--- config.mk ---
export PLATFORM = sky130hd
export DESIGN_NAME = adc_control_result_format
export DESIGN_NICKNAME = d
export VERILOG_FILES = /design/src/rtl/adc_prescaler.v /design/src/rtl/adc_formatter.v /design/src/rtl/adc_control_result_format.v
export VERILOG_INCLUDE_DIRS = /design/src /design/src/rtl
export SDC_FILE = /design/constraint.sdc
export NUM_CORES = 1
export LEC_CHECK = 0
export BUFFER_PORTS_ARGS = -buffer_cell sky130_fd_sc_hd__buf_4
export CELL_PAD_IN_SITES_DETAIL_PLACEMENT = 1
export CELL_PAD_IN_SITES_GLOBAL_PLACEMENT = 2
export CORE_MARGIN = 2
export CORE_UTILIZATION = 34
export CTS_CLUSTER_DIAMETER = 80
export DETAILED_ROUTE_END_ITERATION = 10
export PLACE_DENSITY = 0.74
export SYNTH_ARGS = -nofsm -noshare
export SYNTH_HDL_FRONTEND = slang
export SYNTH_SLANG_ARGS = --single-unit
--- constraint.sdc ---
create_clock -name ref_clk -period 4.05 [get_ports ref_clk]
set_input_delay 0.405 -clock ref_clk [delete_from_list [all_inputs] [get_ports ref_clk]]
set_output_delay 0.405 -clock ref_clk [all_outputs]
set_load 0.05 [all_outputs]
--- src/rtl/adc_consts.vh ---
// Constants for the converter control and result formatting block.
// Contract
// - Any control register write aborts a running conversion and never starts one.
// - Control bit 7 powers the converter; clearing it aborts any conversion.
// - Control bit 6 picks left (0) or right (1) justification in 10-bit mode.
// - In 8-bit mode justification only gates signing; result sits in the high byte.
// - Control bit 5 picks 10-bit (0) or 8-bit (1); 8-bit uses value bits 9-2.
// - Control bit 4 asks for signed output made by inverting the result MSB.
// - Signed output applies only with left justification; right justified is unsigned.
// - Signed range is 0x200 to 0x1FF at 10 bits, 0x80 to 0x7F at 8 bits.
// - Control bits 3:0 set the prescaler; divide factor is (setting + 1) * 2.
// - 10-bit right justified: full scale reads 0x03:0xFF, zero reads 0x00:0x00.
// - 10-bit left signed: full scale reads 0x7F:0xC0, zero reads 0x80:0x00.
// - 8-bit left unsigned: full scale reads 0xFF high, low byte always 0x00.
// - A status/control write clears the done flag, cancels interrupts, starts a conversion while control bit 7 is set.
// - Reading either result byte clears the done flag; each finish sets it.
// - Continuous mode repeats conversions; otherwise one conversion per status/control write made while powered.
// - Result bit positions unused by the selected format read as zero.
`ifndef ADC_CONSTS_VH
`define ADC_CONSTS_VH

// ****************************************************************
// Register byte offsets.
// ****************************************************************
`define ADC_OFS_CONTROL    12'h000
`define ADC_OFS_STATUS_CTL 12'h004
`define ADC_OFS_RESULT_HI  12'h008
`define ADC_OFS_RESULT_LO  12'h00c
`define ADC_OFS_INT_STATUS 12'h010
`define ADC_OFS_INT_CLEAR  12'h014
`define ADC_OFS_INT_ENABLE 12'h018

// ****************************************************************
// Control register fields.
// ****************************************************************
`define ADC_CTL_POWER      7
`define ADC_CTL_JUSTIFY    6
`define ADC_CTL_EIGHT      5
`define ADC_CTL_SIGNED     4
`define ADC_CTL_PRS_HI     3
`define ADC_CTL_PRS_LO     0
`define ADC_CTL_RESET      8'h00

// ****************************************************************
// Status and control register fields.
// ****************************************************************
`define ADC_SC_DONE        7
`define ADC_SC_IE          6
`define ADC_SC_CONT        5
`define ADC_SC_CH_HI       4
`define ADC_SC_CH_LO       0
`define ADC_SC_RESET       8'h1f

// ****************************************************************
// Interrupt status bits and conversion timing.
// ****************************************************************
`define ADC_INT_DONE       0
`define ADC_INT_ABORT      1
`define ADC_INT_WIDTH      2
`define ADC_INT_RESET      2'h0
`define ADC_CONV_TICKS     5'h0e
`define ADC_TICK_RESET     5'h00
`define ADC_SIGN_10        10'h200
`define ADC_SIGN_8         8'h80

`endif

--- src/rtl/adc_prescaler.v ---
// Conversion clock prescaler that divides the bus clock by (setting + 1) * 2.
`default_nettype none
`include "adc_consts.vh"

module adc_prescaler (
    input  wire       ref_clk,
    input  wire       rst,
    input  wire       run,
    input  wire [3:0] prescale_setting,
    output reg        conv_clk_ff,
    output reg        tick_ff
);

    reg  [3:0] count_ff;
    wire       wrap;

    // The half period ends after setting plus one bus cycles.
    assign wrap = (count_ff >= prescale_setting);

    // Count, toggle the conversion clock and pulse on its rising edge.
    always @(posedge ref_clk or posedge rst) begin
        if (rst) begin
            count_ff    <= 4'h0;
            conv_clk_ff <= 1'b0;
            tick_ff     <= 1'b0;
        end else if (!run) begin
            count_ff    <= 4'h0;
            conv_clk_ff <= 1'b0;
            tick_ff     <= 1'b0;
        end else if (wrap) begin
            count_ff    <= 4'h0;
            conv_clk_ff <= ~conv_clk_ff;
            tick_ff     <= ~conv_clk_ff;
        end else begin
            count_ff    <= count_ff + 4'h1;
            tick_ff     <= 1'b0;
        end
    end

endmodule
`default_nettype wire

--- src/rtl/adc_formatter.v ---
// Maps a 10-bit conversion value onto the two result bytes.
`default_nettype none
`include "adc_consts.vh"

module adc_formatter (
    input  wire [9:0] raw_value,
    input  wire       eight_bit_select,
    input  wire       justify_select,
    input  wire       signed_select,
    output reg  [7:0] result_high,
    output reg  [7:0] result_low
);

    reg       use_sign;
    reg [9:0] val10;
    reg [7:0] val8;

    // Select the byte layout; unused bit positions are forced to zero.
    always @* begin
        use_sign = signed_select & ~justify_select;
        val10    = raw_value ^ (use_sign ? `ADC_SIGN_10 : 10'h000);
        val8     = raw_value[9:2] ^ (use_sign ? `ADC_SIGN_8 : 8'h00);
        if (eight_bit_select) begin
            result_high = val8;
            result_low  = 8'h00;
        end else if (justify_select) begin
            result_high = {6'h00, val10[9:8]};
            result_low  = val10[7:0];
        end else begin
            result_high = val10[9:2];
            result_low  = {val10[1:0], 6'h00};
        end
    end

endmodule
`default_nettype wire

--- src/rtl/adc_control_result_format.v ---
// Converter control, result formatting and APB register slave.
`default_nettype none
`include "adc_consts.vh"

module adc_control_result_format (
    input  wire        ref_clk,
    input  wire        rst,
    input  wire        psel,
    input  wire        penable,
    input  wire        pwrite,
    input  wire [11:0] paddr,
    input  wire [31:0] pwdata,
    output reg  [31:0] prdata,
    output reg         pready,
    output reg         pslverr,
    input  wire [9:0]  sample_value,
    output reg         irq,
    output wire        conv_clk,
    output reg         busy,
    output reg         power_enable,
    output reg  [4:0]  channel_select
);

    // ************************************************************
    // Registers and wires.
    // ************************************************************
    // Software-visible state and result bytes.
    reg  [7:0]  adc_control_reg_ff;
    reg  [2:0]  sc_ctl_ff;
    reg         done_ff;
    reg  [7:0]  result_high_ff;
    reg  [7:0]  result_low_ff;
    reg  [1:0]  int_status_ff;
    reg  [1:0]  int_enable_ff;
    // Sequencer count and input stages.
    reg  [4:0]  ticks_ff;
    reg  [9:0]  sample_meta_ff;
    reg  [9:0]  sample_sync_ff;
    reg  [9:0]  sample_last_ff;
    reg  [9:0]  sample_hold_ff;
    // Next values of the clocked outputs.
    reg  [31:0] nxt_prdata;
    reg         nxt_pslverr;
    reg         nxt_busy;
    reg         nxt_done;
    reg  [1:0]  nxt_int_status;
    reg         nxt_irq;
    // Bus strobes and sequencer events.
    wire        setup;
    wire        access;
    wire        wr_ctl;
    wire        wr_sc;
    wire        wr_iclr;
    wire        wr_ien;
    wire        rd_result;
    wire        tick;
    wire        finish;
    wire        abort;
    wire        start;
    wire [7:0]  fmt_high;
    wire [7:0]  fmt_low;
    wire [1:0]  set_bits;

    // Reset image of the status register;
    // each field takes its own slice of it.
    localparam [7:0] sc_reset_bits = `ADC_SC_RESET;

    // ************************************************************
    // APB decode.
    // ************************************************************

    // Setup and access phases, and the strobes taken at the access edge.
    // Effects wait for the access edge, so a
    // transfer dropped after setup does nothing.
    // Addresses are compared in full: no alias
    // exists, and unused offsets answer with an
    // error instead.
    assign setup     = psel & ~penable;
    assign access    = psel & penable & pready;
    assign wr_ctl    = access & pwrite & (paddr == `ADC_OFS_CONTROL);
    assign wr_sc     = access & pwrite & (paddr == `ADC_OFS_STATUS_CTL);
    assign wr_iclr   = access & pwrite & (paddr == `ADC_OFS_INT_CLEAR);
    assign wr_ien    = access & pwrite & (paddr == `ADC_OFS_INT_ENABLE);
    assign rd_result = access & ~pwrite &
                       ((paddr == `ADC_OFS_RESULT_HI) | (paddr == `ADC_OFS_RESULT_LO));

    // Read data and error answer are prepared in the setup cycle.
    // The mux depends on the address only; its
    // value enters prdata at the setup edge.
    // Write-only and unmapped words read zero,
    // as do the upper 24 bits of each word.
    always @* begin
        nxt_prdata  = 32'h0000_0000;
        nxt_pslverr = 1'b0;
        case (paddr)
            `ADC_OFS_CONTROL:    nxt_prdata = {24'h000000, adc_control_reg_ff};
            `ADC_OFS_STATUS_CTL: nxt_prdata = {24'h000000, done_ff, sc_ctl_ff[2:1], channel_select};
            `ADC_OFS_RESULT_HI:  nxt_prdata = {24'h000000, result_high_ff};
            `ADC_OFS_RESULT_LO:  nxt_prdata = {24'h000000, result_low_ff};
            `ADC_OFS_INT_STATUS: nxt_prdata = {30'h00000000, int_status_ff};
            `ADC_OFS_INT_CLEAR:  nxt_prdata = 32'h0000_0000;
            `ADC_OFS_INT_ENABLE: nxt_prdata = {30'h00000000, int_enable_ff};
            default:             nxt_pslverr = 1'b1;
        endcase
    end

    // Bus answer registers; pready is high from the first edge after reset.
    // With pready high, each access lasts one
    // cycle and no wait state is ever added.
    // prdata and pslverr stand until the next
    // setup, so the access edge sees them fixed.
    // An error answer has no effect on state.
    always @(posedge ref_clk or posedge rst) begin
        if (rst) begin
            prdata  <= 32'h0000_0000;
            pready  <= 1'b0;
            pslverr <= 1'b0;
        end else begin
            pready <= 1'b1;
            if (setup) begin
                prdata  <= pwrite ? 32'h0000_0000 : nxt_prdata;
                pslverr <= nxt_pslverr;
            end
        end
    end

    // ************************************************************
    // Control registers.
    // ************************************************************

    // Software-written control and status/control fields.
    // power_enable copies control bit 7; the
    // write that clears it aborts by itself.
    // sc_ctl_ff keeps the enable, continuous
    // and top channel bits of a status write;
    // channel_select takes the whole field.
    always @(posedge ref_clk or posedge rst) begin
        if (rst) begin
            adc_control_reg_ff <= `ADC_CTL_RESET;
            sc_ctl_ff          <= sc_reset_bits[`ADC_SC_IE:`ADC_SC_CH_HI];
            channel_select     <= sc_reset_bits[`ADC_SC_CH_HI:`ADC_SC_CH_LO];
            int_enable_ff      <= `ADC_INT_RESET;
            power_enable       <= 1'b0;
        end else begin
            if (wr_ctl) begin
                adc_control_reg_ff <= pwdata[7:0];
                power_enable       <= pwdata[`ADC_CTL_POWER];
            end
            if (wr_sc) begin
                sc_ctl_ff      <= {pwdata[`ADC_SC_IE], pwdata[`ADC_SC_CONT], pwdata[`ADC_SC_CH_HI]};
                channel_select <= pwdata[`ADC_SC_CH_HI:`ADC_SC_CH_LO];
            end
            if (wr_ien)
                int_enable_ff <= pwdata[`ADC_INT_WIDTH-1:0];
        end
    end

    // ************************************************************
    // Conversion sequencing.
    // ************************************************************

    // A conversion runs for a fixed number of
    // conversion clock ticks; the input word is
    // taken at its finish edge.
    // The analog value comes from outside the clock domain.
    // Bits of one word may settle in different
    // cycles, so a word reaches the hold stage
    // only once it has stayed the same for two
    // cycles; a result never mixes two inputs.
    always @(posedge ref_clk or posedge rst) begin
        if (rst) begin
            sample_meta_ff <= 10'h000;
            sample_sync_ff <= 10'h000;
            sample_last_ff <= 10'h000;
            sample_hold_ff <= 10'h000;
        end else begin
            sample_meta_ff <= sample_value;
            sample_sync_ff <= sample_meta_ff;
            sample_last_ff <= sample_sync_ff;
            if (sample_sync_ff == sample_last_ff)
                sample_hold_ff <= sample_sync_ff;
        end
    end

    // The prescaler runs only while busy; a
    // stop clears its count, so each conversion
    // begun from idle starts with a full conversion clock half
    // period.
    adc_prescaler u_prescaler (
        .ref_clk          (ref_clk),
        .rst              (rst),
        .run              (busy),
        .prescale_setting (adc_control_reg_ff[`ADC_CTL_PRS_HI:`ADC_CTL_PRS_LO]),
        .conv_clk_ff      (conv_clk),
        .tick_ff          (tick)
    );

    // The formatter follows the control byte;
    // the layout standing at the finish edge is
    // the one captured.
    adc_formatter u_formatter (
        .raw_value        (sample_hold_ff),
        .eight_bit_select (adc_control_reg_ff[`ADC_CTL_EIGHT]),
        .justify_select   (adc_control_reg_ff[`ADC_CTL_JUSTIFY]),
        .signed_select    (adc_control_reg_ff[`ADC_CTL_SIGNED]),
        .result_high      (fmt_high),
        .result_low       (fmt_low)
    );

    // Abort, start and finish conditions; a control write never starts.
    // A status write while busy restarts from
    // tick zero. A control write in the same
    // edge wins, and nothing starts. A finish
    // needs the last tick with no abort and no
    // restart in that edge.
    assign abort  = busy & (wr_ctl | ~power_enable);
    assign start  = wr_sc & power_enable & ~wr_ctl;
    assign finish = busy & ~abort & ~wr_sc & tick & (ticks_ff == `ADC_CONV_TICKS);

    // Next busy state; continuous mode restarts on each finish.
    // Abort wins over start, start over a
    // finish. In single mode the finish drops
    // busy; in continuous mode it keeps it
    // high.
    always @* begin
        nxt_busy = busy;
        if (abort)
            nxt_busy = 1'b0;
        else if (start)
            nxt_busy = 1'b1;
        else if (finish)
            nxt_busy = sc_ctl_ff[1];
    end

    // Busy flag, tick count and result capture.
    // The tick count restarts on abort, start
    // and finish. Results change only at a
    // finish, so an abort keeps the old bytes
    // readable.
    always @(posedge ref_clk or posedge rst) begin
        if (rst) begin
            busy           <= 1'b0;
            ticks_ff       <= `ADC_TICK_RESET;
            result_high_ff <= 8'h00;
            result_low_ff  <= 8'h00;
        end else begin
            busy <= nxt_busy;
            if (abort | start | finish)
                ticks_ff <= `ADC_TICK_RESET;
            else if (busy & tick)
                ticks_ff <= ticks_ff + 5'h01;
            if (finish) begin
                result_high_ff <= fmt_high;
                result_low_ff  <= fmt_low;
            end
        end
    end

    // ************************************************************
    // Done flag and interrupts.
    // ************************************************************

    // Status bit 0 records a finish, bit 1 an
    // abort; the enable register has the same
    // layout.
    assign set_bits = {abort, finish};

    // Flag and sticky bits; a set in the clearing cycle wins.
    // A clear and a set in one edge keep the
    // bit set, so no finish is lost. A status
    // write cancels every pending interrupt,
    // the abort bit too. irq follows the next
    // state, in the same edge as its sources.
    always @* begin
        nxt_done = done_ff;
        if (wr_sc | rd_result)
            nxt_done = 1'b0;
        if (finish)
            nxt_done = 1'b1;
        nxt_int_status = int_status_ff;
        if (wr_iclr)
            nxt_int_status = nxt_int_status & ~pwdata[`ADC_INT_WIDTH-1:0];
        if (wr_sc)
            nxt_int_status = `ADC_INT_RESET;
        nxt_int_status = nxt_int_status | set_bits;
        nxt_irq = |(nxt_int_status & int_enable_ff) | (nxt_done & sc_ctl_ff[2]);
    end

    // Flag, status and interrupt output registers.
    // irq is a flop, so it never glitches
    // while the bus clears a bit behind it.
    // Reset leaves every interrupt cancelled.
    always @(posedge ref_clk or posedge rst) begin
        if (rst) begin
            done_ff       <= 1'b0;
            int_status_ff <= `ADC_INT_RESET;
            irq           <= 1'b0;
        end else begin
            done_ff       <= nxt_done;
            int_status_ff <= nxt_int_status;
            irq           <= nxt_irq;
        end
    end

endmodule
`default_nettype wire

==> metrics.txt <==
fin crit share 0.570; depth of the CTS H-tree 3; global-route wire length before repair ~15 mm; final setup fails 0; Synth top cells by count 94 x sky130_fd_sc_hd__dfrtp_1, 52 x sky130_fd_sc_hd__nand2_1, 30 x sky130_fd_sc_hd__o21ai_0, 25 x sky130_fd_sc_hd__buf_4, 24 x sky130_fd_sc_hd__mux2_2; setup bufs post-CTS 0; leakage power of the design roughly 2.4 nW; overall via count from detail_route around 2900; clock latency of the later-clocked register in the worst-skew pair between 0.3 and 0.4 ns; most area-consuming cells after synthesis sky130_fd_sc_hd__dfrtp_1 54%, sky130_fd_sc_hd__mux2_2 6.2%, sky130_fd_sc_hd__nand2_1 4.5%; count of distinct cell types in the synthesized netlist 47; Min-Delay Startpoint sample_value[7]; sum of routed wire length over all layers a little over 9 mm; Overall Global Routing Usage 0.143; full die area around 14000 um2; Die Span X between 100 and 150 um; synthesized netlist cell count roughly 380; Arrival @ worst endpoint about 2.5 ns; required time at the worst-slack endpoint 4.27 ns; final cell area excluding filler cells slightly above 5000 um2; most frequent cell after synthesis sky130_fd_sc_hd__dfrtp_1; antenna violations before repair 0; launching point of the worst reg2reg path busy; reg2reg end ticks_ff[1]; DRC violation count after routing 0; remaining global-route overflow 0; number of rows in the core area between 40 and 50; share of total power in sequential cells 0.523; Layout Nets a little under 500; Max Fclk around 430 MHz; max-cap violations 0; register area share after synthesis 0.569; total half-perimeter wirelength after legalization and detailed placement 6.65 mm; number of enable-type register cells in the synthesized netlist 0; Syn Area/Cell about 12 um2; Fin. Hold Viols 0; largest area contributor in the synthesized netlist sky130_fd_sc_hd__dfrtp_1; diodes inserted 0; post-route worst setup slack around 1.7 ns; number of primary I/O pins between 100 and 150; final period demand of the worst path about 2.3 ns; setup repair after global routing missed its margin false; Worst Setup EP ticks_ff[1]; Yosys reg bits slightly below 100; fin. max-slew vios 0; post-synth design cell area ~4400 um2; combinational cell fraction of total power 0.076; Reg clk slew, reported paths approximately 0.07 ns; Clock Path Buffers 2; final total negative setup slack 0 ns; HP Class in -> reg; most frequently used flop master after synthesis sky130_fd_sc_hd__dfrtp_1; Wirelength per Cell approximately 15 um; Chip Height about 120 um; sw frac 0.243; Core Area 12600 um2; Resize count post-CTS 0; # port buffers 53; dpl cell area about 5000 um2; result of the run finished clean; internal reg-to-reg setup slack 1.74 ns; root buffer selected by CTS sky130_fd_sc_hd__clkbuf_16; Relative slew margins 0.364; worst ir drop on vdd around 0.24 mV; final weighted congestion of routability-driven global placement around 0.73; share of flip-flops with an asynchronous set or reset after synthesis 1.00; worst setup skew after layout 0.00993 ns; PwrDens 382 nW/um2; CTS hold repair buffers 0; detailed-router iteration count before antenna repair 4; start-to-end type of the worst setup path reg -> reg; slew at the pin closest to its max-slew limit approximately 0.95 ns; endpoint type of the worst setup path register; proportion of netlist area held by the largest area contributor 0.539; cts bufs inserted 9; kind of start point of the critical path register; Core Util, Final 0.408; setup slack at placement ~1.7 ns; Warnings, synthesis 0; TritonCTS clock tree built; area added between synthesis and finish 17.4%; number of cells on the worst reg-to-reg path 5; fraction of final layout cells with drive strength greater than 1 0.253; clock sinks 99; Crit Path Max Fanout 12; Net Sw Power ~0.48 mW; vias per std cell roughly 4.7; Initial Utilization 0.347; Antenna Violating Nets Remaining 0; Cell Int Power between 1 and 1.5 mW; maximum number of pins on one net before global-route repair 78; clock network fraction of total power 0.401; starting DRC count in detailed routing between 90 and 100; vias in the first global route 2967; worst setup path start busy
[area by class of cell]
cell class | count | area [um2]
Fill cell | 1381 | 7440
Sequential cell | 99 | 2480
Multi-Input combinational cell | 251 | 1690
Timing Repair Buffer | 56 | 420
Clock buffer | 11 | 243
Tap cell | 172 | 215
Inverter | 13 | 51.3
Clock inverter | 4 | 27.5
[routing by layer]
layer / GRT usage / wire length (um) / vias up
met5: 0 / 0 / -
met1: 0.182 / 4100 / 1448
met4: 0.0572 / 162 / 0
li1: - / - / 1346
met2: 0.229 / 4630 / 53
met3: 0.0428 / 461 / 10
[power by group through the flow]
| stage | sequential (mW) | combinational [mW] | clock (mW) |
|---|---|---|---|
| floorplan | 1.05 | 0.115 | 0 |
| global placement | 1.04 | 0.149 | 0 |
| detailed placement | 1.04 | 0.151 | 0 |
| CTS | 1.03 | 0.151 | 0.818 |
| global route | 1.03 | 0.162 | 0.857 |
| finish | 1.02 | 0.149 | 0.786 |
[state kept, by name (all words and copies together), names as in the netlist, 4 cells and up]
name	flops
ticks_ff	5
result_low_ff	8
sample_last_ff	10
channel_select	4
result_high_ff	8
sample_hold_ff	10
sample_meta_ff	10
sample_sync_ff	10
adc_control_reg_ff	7
u_prescaler.count_ff	4
prdata	8
[kinds of logic after synthesis]
group,count (synthesis),synth area share
compound gates,51,0.0685
xor+xnor,17,0.0341
fa+ha+maj,7,0.0201
buf+inv,50,0.0650
flops,99,0.569
mux,37,0.109
other cells,2,0.00172
simple gates,114,0.133
[through the flow]
| step | power [mW] | hold slack (ns) | cells |
|---|---|---|---|
| final | 1.96 | 0.163 | 606 |
| after floorplan | 1.16 | 0.331 | 400 |
| after global placement | 1.19 | 0.331 | 591 |
| after CTS | 1.99 | 0.147 | 606 |
| after global routing | 2.05 | 0.146 | 606 |
| after detailed placement | 1.19 | 0.336 | 591 |
[worst min-delay path by stage]
| stage | depth (start not counted) | slack [ns] | end |
|---|---|---|---|
| 6_report | 1 | 0.16 | sample_meta_ff[7] |
| 5_1_grt | 1 | 0.15 | sample_meta_ff[7] |
| 4_1_cts | 1 | 0.15 | sample_meta_ff[7] |
| 3_5_place_dp | 0 | 0.34 | sample_sync_ff[0] |
| 3_3_place_gp | 0 | 0.33 | sample_sync_ff[0] |
| 2_1_floorplan | 0 | 0.33 | sample_sync_ff[0] |
[placed cells by master (no fill, tap or decap), types with 2 or more instances in the layout]
cell type,n
sky130_fd_sc_hd__nor4_1,3
sky130_fd_sc_hd__mux2_2,24
sky130_fd_sc_hd__clkbuf_16,9
sky130_fd_sc_hd__and3_1,4
sky130_fd_sc_hd__nand4_1,5
sky130_fd_sc_hd__nor2_1,14
sky130_fd_sc_hd__xnor2_1,7
sky130_fd_sc_hd__dfstp_2,5
sky130_fd_sc_hd__nand2b_1,5
sky130_fd_sc_hd__nand3_1,7
sky130_fd_sc_hd__mux2i_1,7
sky130_fd_sc_hd__conb_1,25
sky130_fd_sc_hd__inv_1,12
sky130_fd_sc_hd__buf_4,56
sky130_fd_sc_hd__nor4b_1,2
sky130_fd_sc_hd__mux4_2,6
sky130_fd_sc_hd__o31ai_1,3
sky130_fd_sc_hd__nor2b_1,6
sky130_fd_sc_hd__clkinvlp_4,3
sky130_fd_sc_hd__dfrtp_1,94
sky130_fd_sc_hd__nand3b_1,3
sky130_fd_sc_hd__a21o_1,2
sky130_fd_sc_hd__o211ai_1,2
sky130_fd_sc_hd__o21ai_0,30
sky130_fd_sc_hd__xor2_1,10
sky130_fd_sc_hd__a21oi_1,4
sky130_fd_sc_hd__nand2_1,52
sky130_fd_sc_hd__a31oi_1,2
sky130_fd_sc_hd__nor3_1,2
sky130_fd_sc_hd__ha_1,7
sky130_fd_sc_hd__or4_1,3
sky130_fd_sc_hd__nor3b_1,2
[critical path: stages (launching register included)]
cell	delay, ns
sky130_fd_sc_hd__dfrtp_1	0.61
sky130_fd_sc_hd__nand2_1	0.23
sky130_fd_sc_hd__or4b_2	0.69
sky130_fd_sc_hd__and3_1	0.19
sky130_fd_sc_hd__a21oi_1	0.36
sky130_fd_sc_hd__nor2_1	0.10
No activity file was read; power rests on OpenSTA's default activity.
